File: config.mk
export PLATFORM = sky130hd
export DESIGN_NAME = single_operand_exec
export DESIGN_NICKNAME = d
export VERILOG_FILES = /design/src/core/single_operand_alu.v /design/src/core/single_operand_exec.v
export VERILOG_INCLUDE_DIRS = /design/src /design/src/core
export SDC_FILE = /design/constraint.sdc
export NUM_CORES = 2
export LEC_CHECK = 0
export BUFFER_PORTS_ARGS = -buffer_cell sky130_fd_sc_hd__buf_2
export CELL_PAD_IN_SITES_DETAIL_PLACEMENT = 2
export CELL_PAD_IN_SITES_GLOBAL_PLACEMENT = 2
export CORE_MARGIN = 5
export CORE_UTILIZATION = 49
export CTS_BUF_LIST = sky130_fd_sc_hd__clkbuf_4 sky130_fd_sc_hd__clkbuf_8
export CTS_CLUSTER_SIZE = 10
export DETAILED_ROUTE_END_ITERATION = 7
export GPL_ROUTABILITY_DRIVEN = 0
export PLACE_DENSITY_LB_ADDON = 0.1
export SLEW_MARGIN = 20
export SYNTH_ARGS = -nofsm -noshare
export SYNTH_HDL_FRONTEND = slang
export SYNTH_SLANG_ARGS = --single-unit
File: constraint.sdc
create_clock -name aclk -period 7.6 [get_ports aclk]
set_input_delay 0.38 -clock aclk [delete_from_list [all_inputs] [get_ports aclk]]
set_output_delay 0.38 -clock aclk [all_outputs]
set_load 0.005 [all_outputs]
File: src/core/single_operand_regs.vh
// Register offsets, field positions, reset values and operation codes of the single-operand execute block
`ifndef SINGLE_OPERAND_REGS_VH
`define SINGLE_OPERAND_REGS_VH

// Byte offsets on the AXI4-Lite register bus
`define OFS_EXEC        12'h000
`define OFS_WORK        12'h004
`define OFS_STATUS      12'h008
`define OFS_CTRL        12'h00C
`define OFS_FILE_BASE   4'h1
`define OFS_ADDR_BITS   12

// Instruction register fields
`define EXEC_OP_LSB     0
`define EXEC_OP_MSB     2
`define EXEC_DEST_BIT   3
`define EXEC_FILE_LSB   8
`define EXEC_FILE_MSB   13

// Status register fields
`define STAT_NIL_BIT    0
`define STAT_CARRY_BIT  1
`define STAT_SLEEP_BIT  2
`define STAT_EXPIRY_BIT 3

// Control register fields
`define CTRL_DIV_WATCHDOG_BIT 0

// Operation codes
`define OPC_NONE        3'h0
`define OPC_ZERO_WORK   3'h1
`define OPC_KICK_WATCHDOG 3'h2
`define OPC_ZERO_FILE   3'h3
`define OPC_INVERT_FILE 3'h4
`define OPC_COMPARE     3'h5
`define OPC_DECREMENT   3'h6

// Reset values
`define RST_BYTE        8'h00
`define RST_FLAG        1'b0
`define RST_FLAG_N      1'b1
`define ZERO_BYTE       8'h00
`define ONE_BYTE        8'h01

// AXI responses
`define RESP_OKAY       2'b00
`define RESP_SLVERR     2'b10

`endif

File: src/core/single_operand_alu.v
// Combinational result and flag logic for the six single-operand operations
`timescale 1ns/1ps
`include "single_operand_regs.vh"

module single_operand_alu
(
  // Decoded instruction
  input  wire [2:0] op,
  input  wire       dest_sel,
  // Operand values
  input  wire [7:0] file_value,
  input  wire [7:0] work_value,
  // Results
  output reg  [7:0] result,
  output reg        write_work,
  output reg        write_file,
  output reg        update_nil,
  output reg        nil_value,
  output reg        update_carry,
  output reg        carry_value,
  output reg        kick
);

  wire [8:0] diff;
  assign diff = {1'b0, file_value} + {1'b0, ~work_value} + 9'h001;

  always @*
  begin
    result       = `ZERO_BYTE;
    write_work   = 1'b0;
    write_file   = 1'b0;
    update_nil   = 1'b0;
    nil_value    = 1'b0;
    update_carry = 1'b0;
    carry_value  = 1'b0;
    kick         = 1'b0;
    case (op)
      `OPC_ZERO_WORK:
      begin
        result     = `ZERO_BYTE;
        write_work = 1'b1;
        update_nil = 1'b1;
        nil_value  = 1'b1;
      end
      `OPC_KICK_WATCHDOG:
      begin
        kick = 1'b1;
      end
      `OPC_ZERO_FILE:
      begin
        result     = `ZERO_BYTE;
        write_file = 1'b1;
        update_nil = 1'b1;
        nil_value  = 1'b1;
      end
      `OPC_INVERT_FILE:
      begin
        result     = ~file_value;
        write_work = ~dest_sel;
        write_file = dest_sel;
        update_nil = 1'b1;
        nil_value  = (result == `ZERO_BYTE);
      end
      `OPC_COMPARE:
      begin
        // Difference is discarded; nothing is written back
        result       = diff[7:0];
        update_nil   = 1'b1;
        nil_value    = (diff[7:0] == `ZERO_BYTE);
        update_carry = 1'b1;
        carry_value  = diff[8];
      end
      `OPC_DECREMENT:
      begin
        result     = file_value - `ONE_BYTE;
        write_work = ~dest_sel;
        write_file = dest_sel;
        update_nil = 1'b1;
        nil_value  = (result == `ZERO_BYTE);
      end
      default:
      begin
        result = `ZERO_BYTE;
      end
    endcase
  end

endmodule // single_operand_alu

File: src/core/single_operand_exec.v
// Execute stage for the clear, invert, compare, decrement and watchdog-kick operations with an AXI4-Lite slave
// Behaviour
// - Zero working register sets nil flag
// - Kick clears watchdog counter, divider if assigned
// - Kick sets both watchdog status flags, one cycle
// - Zero file register sets nil flag, one cycle
// - Invert file register, nil flag from result
// - Destination bit selects working or file register
// - Compare subtracts working from file, sets flags
// - Compare stores nothing, one cycle
// - Decrement file register, routed, nil flag updated
`timescale 1ns/1ps
`include "single_operand_regs.vh"

module single_operand_exec
#(
  parameter FILE_ADDR_W = 6
)
(
  // Clock and reset
  input  wire        aclk,
  input  wire        aresetn,
  // AXI4-Lite write address
  input  wire [11:0] s_axi_awaddr,
  input  wire        s_axi_awvalid,
  output wire        s_axi_awready,
  // AXI4-Lite write data
  input  wire [31:0] s_axi_wdata,
  input  wire [3:0]  s_axi_wstrb,
  input  wire        s_axi_wvalid,
  output wire        s_axi_wready,
  // AXI4-Lite write response
  output wire [1:0]  s_axi_bresp,
  output wire        s_axi_bvalid,
  input  wire        s_axi_bready,
  // AXI4-Lite read address
  input  wire [11:0] s_axi_araddr,
  input  wire        s_axi_arvalid,
  output wire        s_axi_arready,
  // AXI4-Lite read data
  output wire [31:0] s_axi_rdata,
  output wire [1:0]  s_axi_rresp,
  output wire        s_axi_rvalid,
  input  wire        s_axi_rready,
  // Watchdog side
  input  wire        watchdog_expired,
  input  wire        sleep_entered,
  output wire        watchdog_counter_clear,
  output wire        watchdog_divider_clear
);

  localparam FILE_DEPTH = 1 << FILE_ADDR_W;

  // Bus holding state
  reg                   aw_full_reg;
  reg  [11:0]           aw_addr_reg;
  reg                   w_full_reg;
  reg  [31:0]           w_data_reg;
  reg  [3:0]            w_strb_reg;
  reg                   bvalid_reg;
  reg  [1:0]            bresp_reg;
  reg                   rvalid_reg;
  reg  [1:0]            rresp_reg;
  reg  [31:0]           rdata_reg;

  // Architectural state
  reg  [7:0]            working_register_reg;
  reg  [7:0]            file_reg [0:FILE_DEPTH-1];
  reg                   nil_result_flag_reg;
  reg                   borrow_free_flag_reg;
  reg                   watchdog_expiry_flag_n_reg;
  reg                   sleep_entry_flag_n_reg;
  reg                   divider_on_watchdog_reg;
  reg                   counter_clear_reg;
  reg                   divider_clear_reg;

  // Pending instruction
  reg                   inst_valid_reg;
  reg  [2:0]            inst_op_reg;
  reg                   inst_dest_reg;
  reg  [FILE_ADDR_W-1:0] inst_file_reg;

  wire                  do_write;
  wire                  do_read;
  wire [11:0]           wa;
  wire [11:0]           ra;
  wire                  wa_file;
  wire                  ra_file;
  wire [FILE_ADDR_W-1:0] wa_index;
  wire [FILE_ADDR_W-1:0] ra_index;
  wire                  wa_known;
  wire                  ra_known;
  wire                  exec_write;

  wire [7:0]            alu_result;
  wire                  alu_write_work;
  wire                  alu_write_file;
  wire                  alu_update_nil;
  wire                  alu_nil;
  wire                  alu_update_carry;
  wire                  alu_carry;
  wire                  alu_kick;
  wire                  run_write_work;
  wire                  run_write_file;
  wire                  run_kick;

  assign s_axi_awready = ~aw_full_reg;
  assign s_axi_wready  = ~w_full_reg;
  assign s_axi_bvalid  = bvalid_reg;
  assign s_axi_bresp   = bresp_reg;
  assign s_axi_arready = ~rvalid_reg;
  assign s_axi_rvalid  = rvalid_reg;
  assign s_axi_rresp   = rresp_reg;
  assign s_axi_rdata   = rdata_reg;
  assign watchdog_counter_clear = counter_clear_reg;
  assign watchdog_divider_clear = divider_clear_reg;

  // Write happens once address and data are both held and the last response is gone
  assign do_write = aw_full_reg & w_full_reg & ~bvalid_reg;
  assign do_read  = s_axi_arvalid & ~rvalid_reg;
  assign wa       = aw_addr_reg;
  assign ra       = s_axi_araddr;
  assign wa_file  = (wa[11:8] == `OFS_FILE_BASE) & (wa[1:0] == 2'b00);
  assign ra_file  = (ra[11:8] == `OFS_FILE_BASE) & (ra[1:0] == 2'b00);
  assign wa_index = wa[FILE_ADDR_W+1:2];
  assign ra_index = ra[FILE_ADDR_W+1:2];
  assign wa_known = wa_file | (wa == `OFS_EXEC) | (wa == `OFS_WORK) | (wa == `OFS_STATUS) | (wa == `OFS_CTRL);
  assign ra_known = ra_file | (ra == `OFS_EXEC) | (ra == `OFS_WORK) | (ra == `OFS_STATUS) | (ra == `OFS_CTRL);
  assign exec_write = do_write & (wa == `OFS_EXEC) & w_strb_reg[0];

  single_operand_alu i_single_operand_alu
  (
    .op           (inst_op_reg),
    .dest_sel     (inst_dest_reg),
    .file_value   (file_reg[inst_file_reg]),
    .work_value   (working_register_reg),
    .result       (alu_result),
    .write_work   (alu_write_work),
    .write_file   (alu_write_file),
    .update_nil   (alu_update_nil),
    .nil_value    (alu_nil),
    .update_carry (alu_update_carry),
    .carry_value  (alu_carry),
    .kick         (alu_kick)
  );

  assign run_write_work = inst_valid_reg & alu_write_work;
  assign run_write_file = inst_valid_reg & alu_write_file;
  assign run_kick       = inst_valid_reg & alu_kick;

  // Write channel capture and response
  always @(posedge aclk)
  begin
    if (!aresetn)
    begin
      aw_full_reg <= 1'b0;
      aw_addr_reg <= 12'h000;
      w_full_reg  <= 1'b0;
      w_data_reg  <= 32'h0000_0000;
      w_strb_reg  <= 4'h0;
      bvalid_reg  <= 1'b0;
      bresp_reg   <= `RESP_OKAY;
    end
    else
    begin
      if (s_axi_awvalid & ~aw_full_reg)
      begin
        aw_full_reg <= 1'b1;
        aw_addr_reg <= s_axi_awaddr;
      end
      else if (do_write)
      begin
        aw_full_reg <= 1'b0;
      end
      if (s_axi_wvalid & ~w_full_reg)
      begin
        w_full_reg <= 1'b1;
        w_data_reg <= s_axi_wdata;
        w_strb_reg <= s_axi_wstrb;
      end
      else if (do_write)
      begin
        w_full_reg <= 1'b0;
      end
      if (do_write)
      begin
        bvalid_reg <= 1'b1;
        bresp_reg  <= wa_known ? `RESP_OKAY : `RESP_SLVERR;
      end
      else if (s_axi_bready)
      begin
        bvalid_reg <= 1'b0;
      end
    end
  end

  // Read channel
  always @(posedge aclk)
  begin
    if (!aresetn)
    begin
      rvalid_reg <= 1'b0;
      rresp_reg  <= `RESP_OKAY;
      rdata_reg  <= 32'h0000_0000;
    end
    else if (do_read)
    begin
      rvalid_reg <= 1'b1;
      rresp_reg  <= ra_known ? `RESP_OKAY : `RESP_SLVERR;
      if (ra_file)
        rdata_reg <= {24'h00_0000, file_reg[ra_index]};
      else if (ra == `OFS_EXEC)
        rdata_reg <= {18'h0_0000, inst_file_reg, 4'h0, inst_dest_reg, inst_op_reg};
      else if (ra == `OFS_WORK)
        rdata_reg <= {24'h00_0000, working_register_reg};
      else if (ra == `OFS_STATUS)
        rdata_reg <= {28'h000_0000, watchdog_expiry_flag_n_reg, sleep_entry_flag_n_reg,
                      borrow_free_flag_reg, nil_result_flag_reg};
      else if (ra == `OFS_CTRL)
        rdata_reg <= {31'h0000_0000, divider_on_watchdog_reg};
      else
        rdata_reg <= 32'h0000_0000;
    end
    else if (s_axi_rready)
    begin
      rvalid_reg <= 1'b0;
    end
  end

  // Instruction issue: a write to the instruction register runs on the next edge
  always @(posedge aclk)
  begin
    if (!aresetn)
    begin
      inst_valid_reg <= 1'b0;
      inst_op_reg    <= `OPC_NONE;
      inst_dest_reg  <= 1'b0;
      inst_file_reg  <= {FILE_ADDR_W{1'b0}};
    end
    else
    begin
      inst_valid_reg <= exec_write;
      if (exec_write)
      begin
        inst_op_reg   <= w_data_reg[`EXEC_OP_MSB:`EXEC_OP_LSB];
        inst_dest_reg <= w_data_reg[`EXEC_DEST_BIT];
        inst_file_reg <= w_data_reg[`EXEC_FILE_LSB+FILE_ADDR_W-1:`EXEC_FILE_LSB];
      end
    end
  end

  // Working register, flags and control
  always @(posedge aclk)
  begin
    if (!aresetn)
    begin
      working_register_reg       <= `RST_BYTE;
      nil_result_flag_reg        <= `RST_FLAG;
      borrow_free_flag_reg       <= `RST_FLAG;
      watchdog_expiry_flag_n_reg <= `RST_FLAG_N;
      sleep_entry_flag_n_reg     <= `RST_FLAG_N;
      divider_on_watchdog_reg    <= `RST_FLAG;
      counter_clear_reg          <= 1'b0;
      divider_clear_reg          <= 1'b0;
    end
    else
    begin
      if (run_write_work)
        working_register_reg <= alu_result;
      else if (do_write & (wa == `OFS_WORK) & w_strb_reg[0])
        working_register_reg <= w_data_reg[7:0];
      if (inst_valid_reg & alu_update_nil)
        nil_result_flag_reg <= alu_nil;
      if (inst_valid_reg & alu_update_carry)
        borrow_free_flag_reg <= alu_carry;
      // A timeout or sleep event in the kick cycle wins over the kick
      if (watchdog_expired)
        watchdog_expiry_flag_n_reg <= 1'b0;
      else if (run_kick)
        watchdog_expiry_flag_n_reg <= 1'b1;
      if (sleep_entered)
        sleep_entry_flag_n_reg <= 1'b0;
      else if (run_kick)
        sleep_entry_flag_n_reg <= 1'b1;
      if (do_write & (wa == `OFS_CTRL) & w_strb_reg[0])
        divider_on_watchdog_reg <= w_data_reg[`CTRL_DIV_WATCHDOG_BIT];
      counter_clear_reg <= run_kick;
      divider_clear_reg <= run_kick & divider_on_watchdog_reg;
    end
  end

  // File registers, one write port per entry
  genvar gi;
  generate
    for (gi = 0; gi < FILE_DEPTH; gi = gi + 1)
    begin : g_file
      always @(posedge aclk)
      begin
        if (!aresetn)
          file_reg[gi] <= `RST_BYTE;
        else if (run_write_file & ({{(32-FILE_ADDR_W){1'b0}}, inst_file_reg} == gi))
          file_reg[gi] <= alu_result;
        else if (do_write & wa_file & w_strb_reg[0] & ({{(32-FILE_ADDR_W){1'b0}}, wa_index} == gi))
          file_reg[gi] <= w_data_reg[7:0];
      end
    end
  endgenerate

endmodule // single_operand_exec

==> out/results.ini <==
[logic_synthesis]
synth-seq-cells=591
synthAdderAreaFrac_pct=0.446
synth_common_cells=edfxtp_1, nand2_1, mux4_2, a22o_1, o21ai_0
ys_seq_area_share_pct=47.9
synthMuxAreaShare_pct=20.0
yosysTopAreaCellShare_pct=43.5
synth_top_family_by_area=multiplexers
syn_area_um2=35400
syn_area_per_cell_um2=12.0
yosys.area.top_type=edfxtp_1
synthArstFlopShare_pct=0
synth_cells=2945
synth-simple-area-share_pct=10.0
yosysWarnings=0
synth-compound-area-share_pct=17.2
yosysUniqueCellTypes=70
synthXorXnorAreaFrac_pct=0.173
yosysMostFrequentCell=edfxtp_1
yosys-top-cells-area=edfxtp_1, mux4_2, a22o_1, nand2_1, dfxtp_1
synth_edf_count=512
synthFlopType=edfxtp_1

[sta]
fmax_mhz=152
fin_tns_setup_ps=0
final-hold-violation-count=0
relSlewSlack_pct=11.6
tightest_slew_ps=1310
setup_viol=0
timing.final.ws_setup_ps=1040
final.period_utilization_pct=86.3
skew_ps=51.8
period_needed_ps=6560
rsz0062_at_grt=no
maxSlewViolCount=0

[floorplanning]
core_um2=71500
pin_count=112
row_count=98
start_util_pct=49.5
die_area_um2=77600
die_h_um=279
dieWidth_um=279

[power]
ir_worst_vdd_v=0.000206
power_mw=7.63
power_leakage_nw=12.9
power_density_nw_per_um2=194

[setup_path]
required_ps=8110
worstRegToRegCells=17
start_kind=flip-flop
critPathArrivalTime_ps=7070
path_cells=buf_12 > mux4_2 > mux2i_1 > o21ai_0 > nand4_1 > inv_1 > ha_1 > nor2b_1 > o21a_1 > o21a_1 > o31a_1 > o21ai_0 > nor3b_1 > o31a_2 > buf_4 > nor2_1 > a221o_1
worstSetupPathType=flip-flop to flip-flop
cp_slowest_stage_delay_ps=900
worst-path-stages=17
cp_slowest_cell=o21ai_0
cp_top_family=compound AO/OA/AOI/OAI gates
path_max_fanout=64
crit_buf_inv=3
end_kind=flip-flop

[cells_and_area]
drive_above_1_share_pct=23.5
syn2layout_area_growth_pct=10.9
nets=3038
largest_reg_flops=512
final_util_pct=54.9
fin_cells=3998
fillers=6719

[global_routing]
grt_max_degree=68
use_met3_pct=15.8
busiest_layer=met2
grt_pass1_vias=32900
antenna_found_initial=15
grt_pass1_wl_mm=253
grtUsageTotal_pct=45.3
gr-total-overflow=0
met1_usage_pct=56.0
grtUsageMet2_pct=68.1

[cts]
cts_tree=built
cts_sinks=591
cts_resized=0
clkLatencyLatePin_ps=790
clockRootBuffer=clkbuf_8
htreeDepth=3
clk_pin_slew_ps=70
clockBufferDepth=3
cts_made_buffers=105

[detailed_routing]
via_per_inst=7.95
drt.antenna.violating_nets=0
wirelength_mm=181
wl_per_cell_um=45.1
drc=0
vias=31800
drt_iter0_markers=5415
drt_first_pass_iters=8

[placement]
placedCellCount=3761
dp_hpwl_mm=118
portBuffers=70
place_ws_ps=1330

[min_path]
whs_path_depth=5
min_path_type=input pin to flip-flop

[status]
outcome=complete, no violations

[flow_run]
drv_cap=0

## metal layers
| metal | vias to the layer above | wire, µm |
|---|---|---|
| li1 | 11700 | - |
| met1 | 16200 | 59500 |
| met2 | 2999 | 79000 |
| met3 | 858 | 26200 |
| met4 | 14 | 15700 |
| met5 | - | 109 |
## cells in the final DEF, fill, tap and decap left out, drive strengths merged, types with 7 or more instances in the layout
| master | Yosys | layout |
|---|---|---|
| a22oi | 19 | 19 |
| dfxtp | 79 | 79 |
| nor2b | 26 | 26 |
| dlygate4sd3 | 0 | 34 |
| nand4 | 9 | 9 |
| and3 | 11 | 11 |
| o21ai | 221 | 221 |
| nor4 | 7 | 7 |
| clkbuf | 211 | 156 |
| nor3b | 29 | 29 |
| o31ai | 7 | 7 |
| o211ai | 58 | 58 |
| clkinv | 4 | 35 |
| o221ai | 24 | 24 |
| ha | 11 | 11 |
| mux2i | 43 | 43 |
| a22o | 255 | 255 |
| buf | 98 | 158 |
| nor2 | 151 | 151 |
| conb | 1 | 20 |
| o211a | 8 | 8 |
| and2 | 8 | 8 |
| a221o | 56 | 56 |
| nor3 | 35 | 35 |
| a21oi | 36 | 36 |
| a21boi | 43 | 43 |
| o22ai | 12 | 12 |
| nand2 | 480 | 480 |
| nand3 | 32 | 32 |
| edfxtp | 512 | 512 |
| nand2b | 14 | 14 |
| mux2 | 15 | 15 |
| inv | 30 | 34 |
| a211oi | 35 | 35 |
| mux4 | 288 | 288 |
## cells by family after synthesis
family                   Yosys count
AO/OA/AOI/OAI                    822
XOR/XNOR                           7
adder cells (fa/ha/maj)           12
buffers and inverters            343
flip-flops                       591
multiplexers                     346
other                              1
AND/OR/NAND/NOR                  823
## metrics by stage
| stage | cell area, µm² | hold WS [ps] |
|---|---|---|
| 2_1_floorplan | 35400 | 444 |
| 6_report | 39200 | 127 |
| 3_5_place_dp | 36600 | 467 |
| 5_1_grt | 39200 | 182 |
| 3_3_place_gp | 36500 | 449 |
| 4_1_cts | 39000 | 114 |
## path summary, 6_finish.rpt
kind	startpoint	end	slack, ps
worst max-delay path	flip-flop	file_reg[62][7]	1040
worst min-delay path	s_axi_araddr[8]	s_axi_rdata[3]	130
worst max register to register	flip-flop	file_reg[62][7]	1040
worst min register to register	s_axi_rdata[1]	s_axi_rdata[1]	480
## where the power goes
part | internal (mW) | total, mW | leakage [nW] | switching, mW
clock network | 1.65 | 3.20 | 1.13 | 1.55
logic | 0.238 | 0.676 | 5.84 | 0.438
registers | 3.63 | 3.75 | 5.91 | 0.120
total | 5.52 | 7.63 | 12.9 | 2.11
## tightest hold or removal path: cells and delay by family
kind                   cells  cell delay [ps]
AOI/OAI and AO/OA          3              270
and+or+nand+nor            1               80
buffers and inverters      1              130
## final cells by class
class                           count  area [µm²]  area share [%]
Sequential cell                   591       17000            43.3
Multi-Input combinational cell   2030       17300            44.1
Clock inverter                     39         285           0.727
Timing Repair Buffer              195        1510            3.86
Tap cell                          950        1190            3.03
Inverter                           34         128           0.325
Clock buffer                      153        1830            4.67
Antenna cell                        6        15.0          0.0383
## timing repair
item,in CTS,in global routing
hold endpoints to repair,33,0
hold buffers,34,0
buffers inserted,0,0
(Power assumes the default switching activity.)
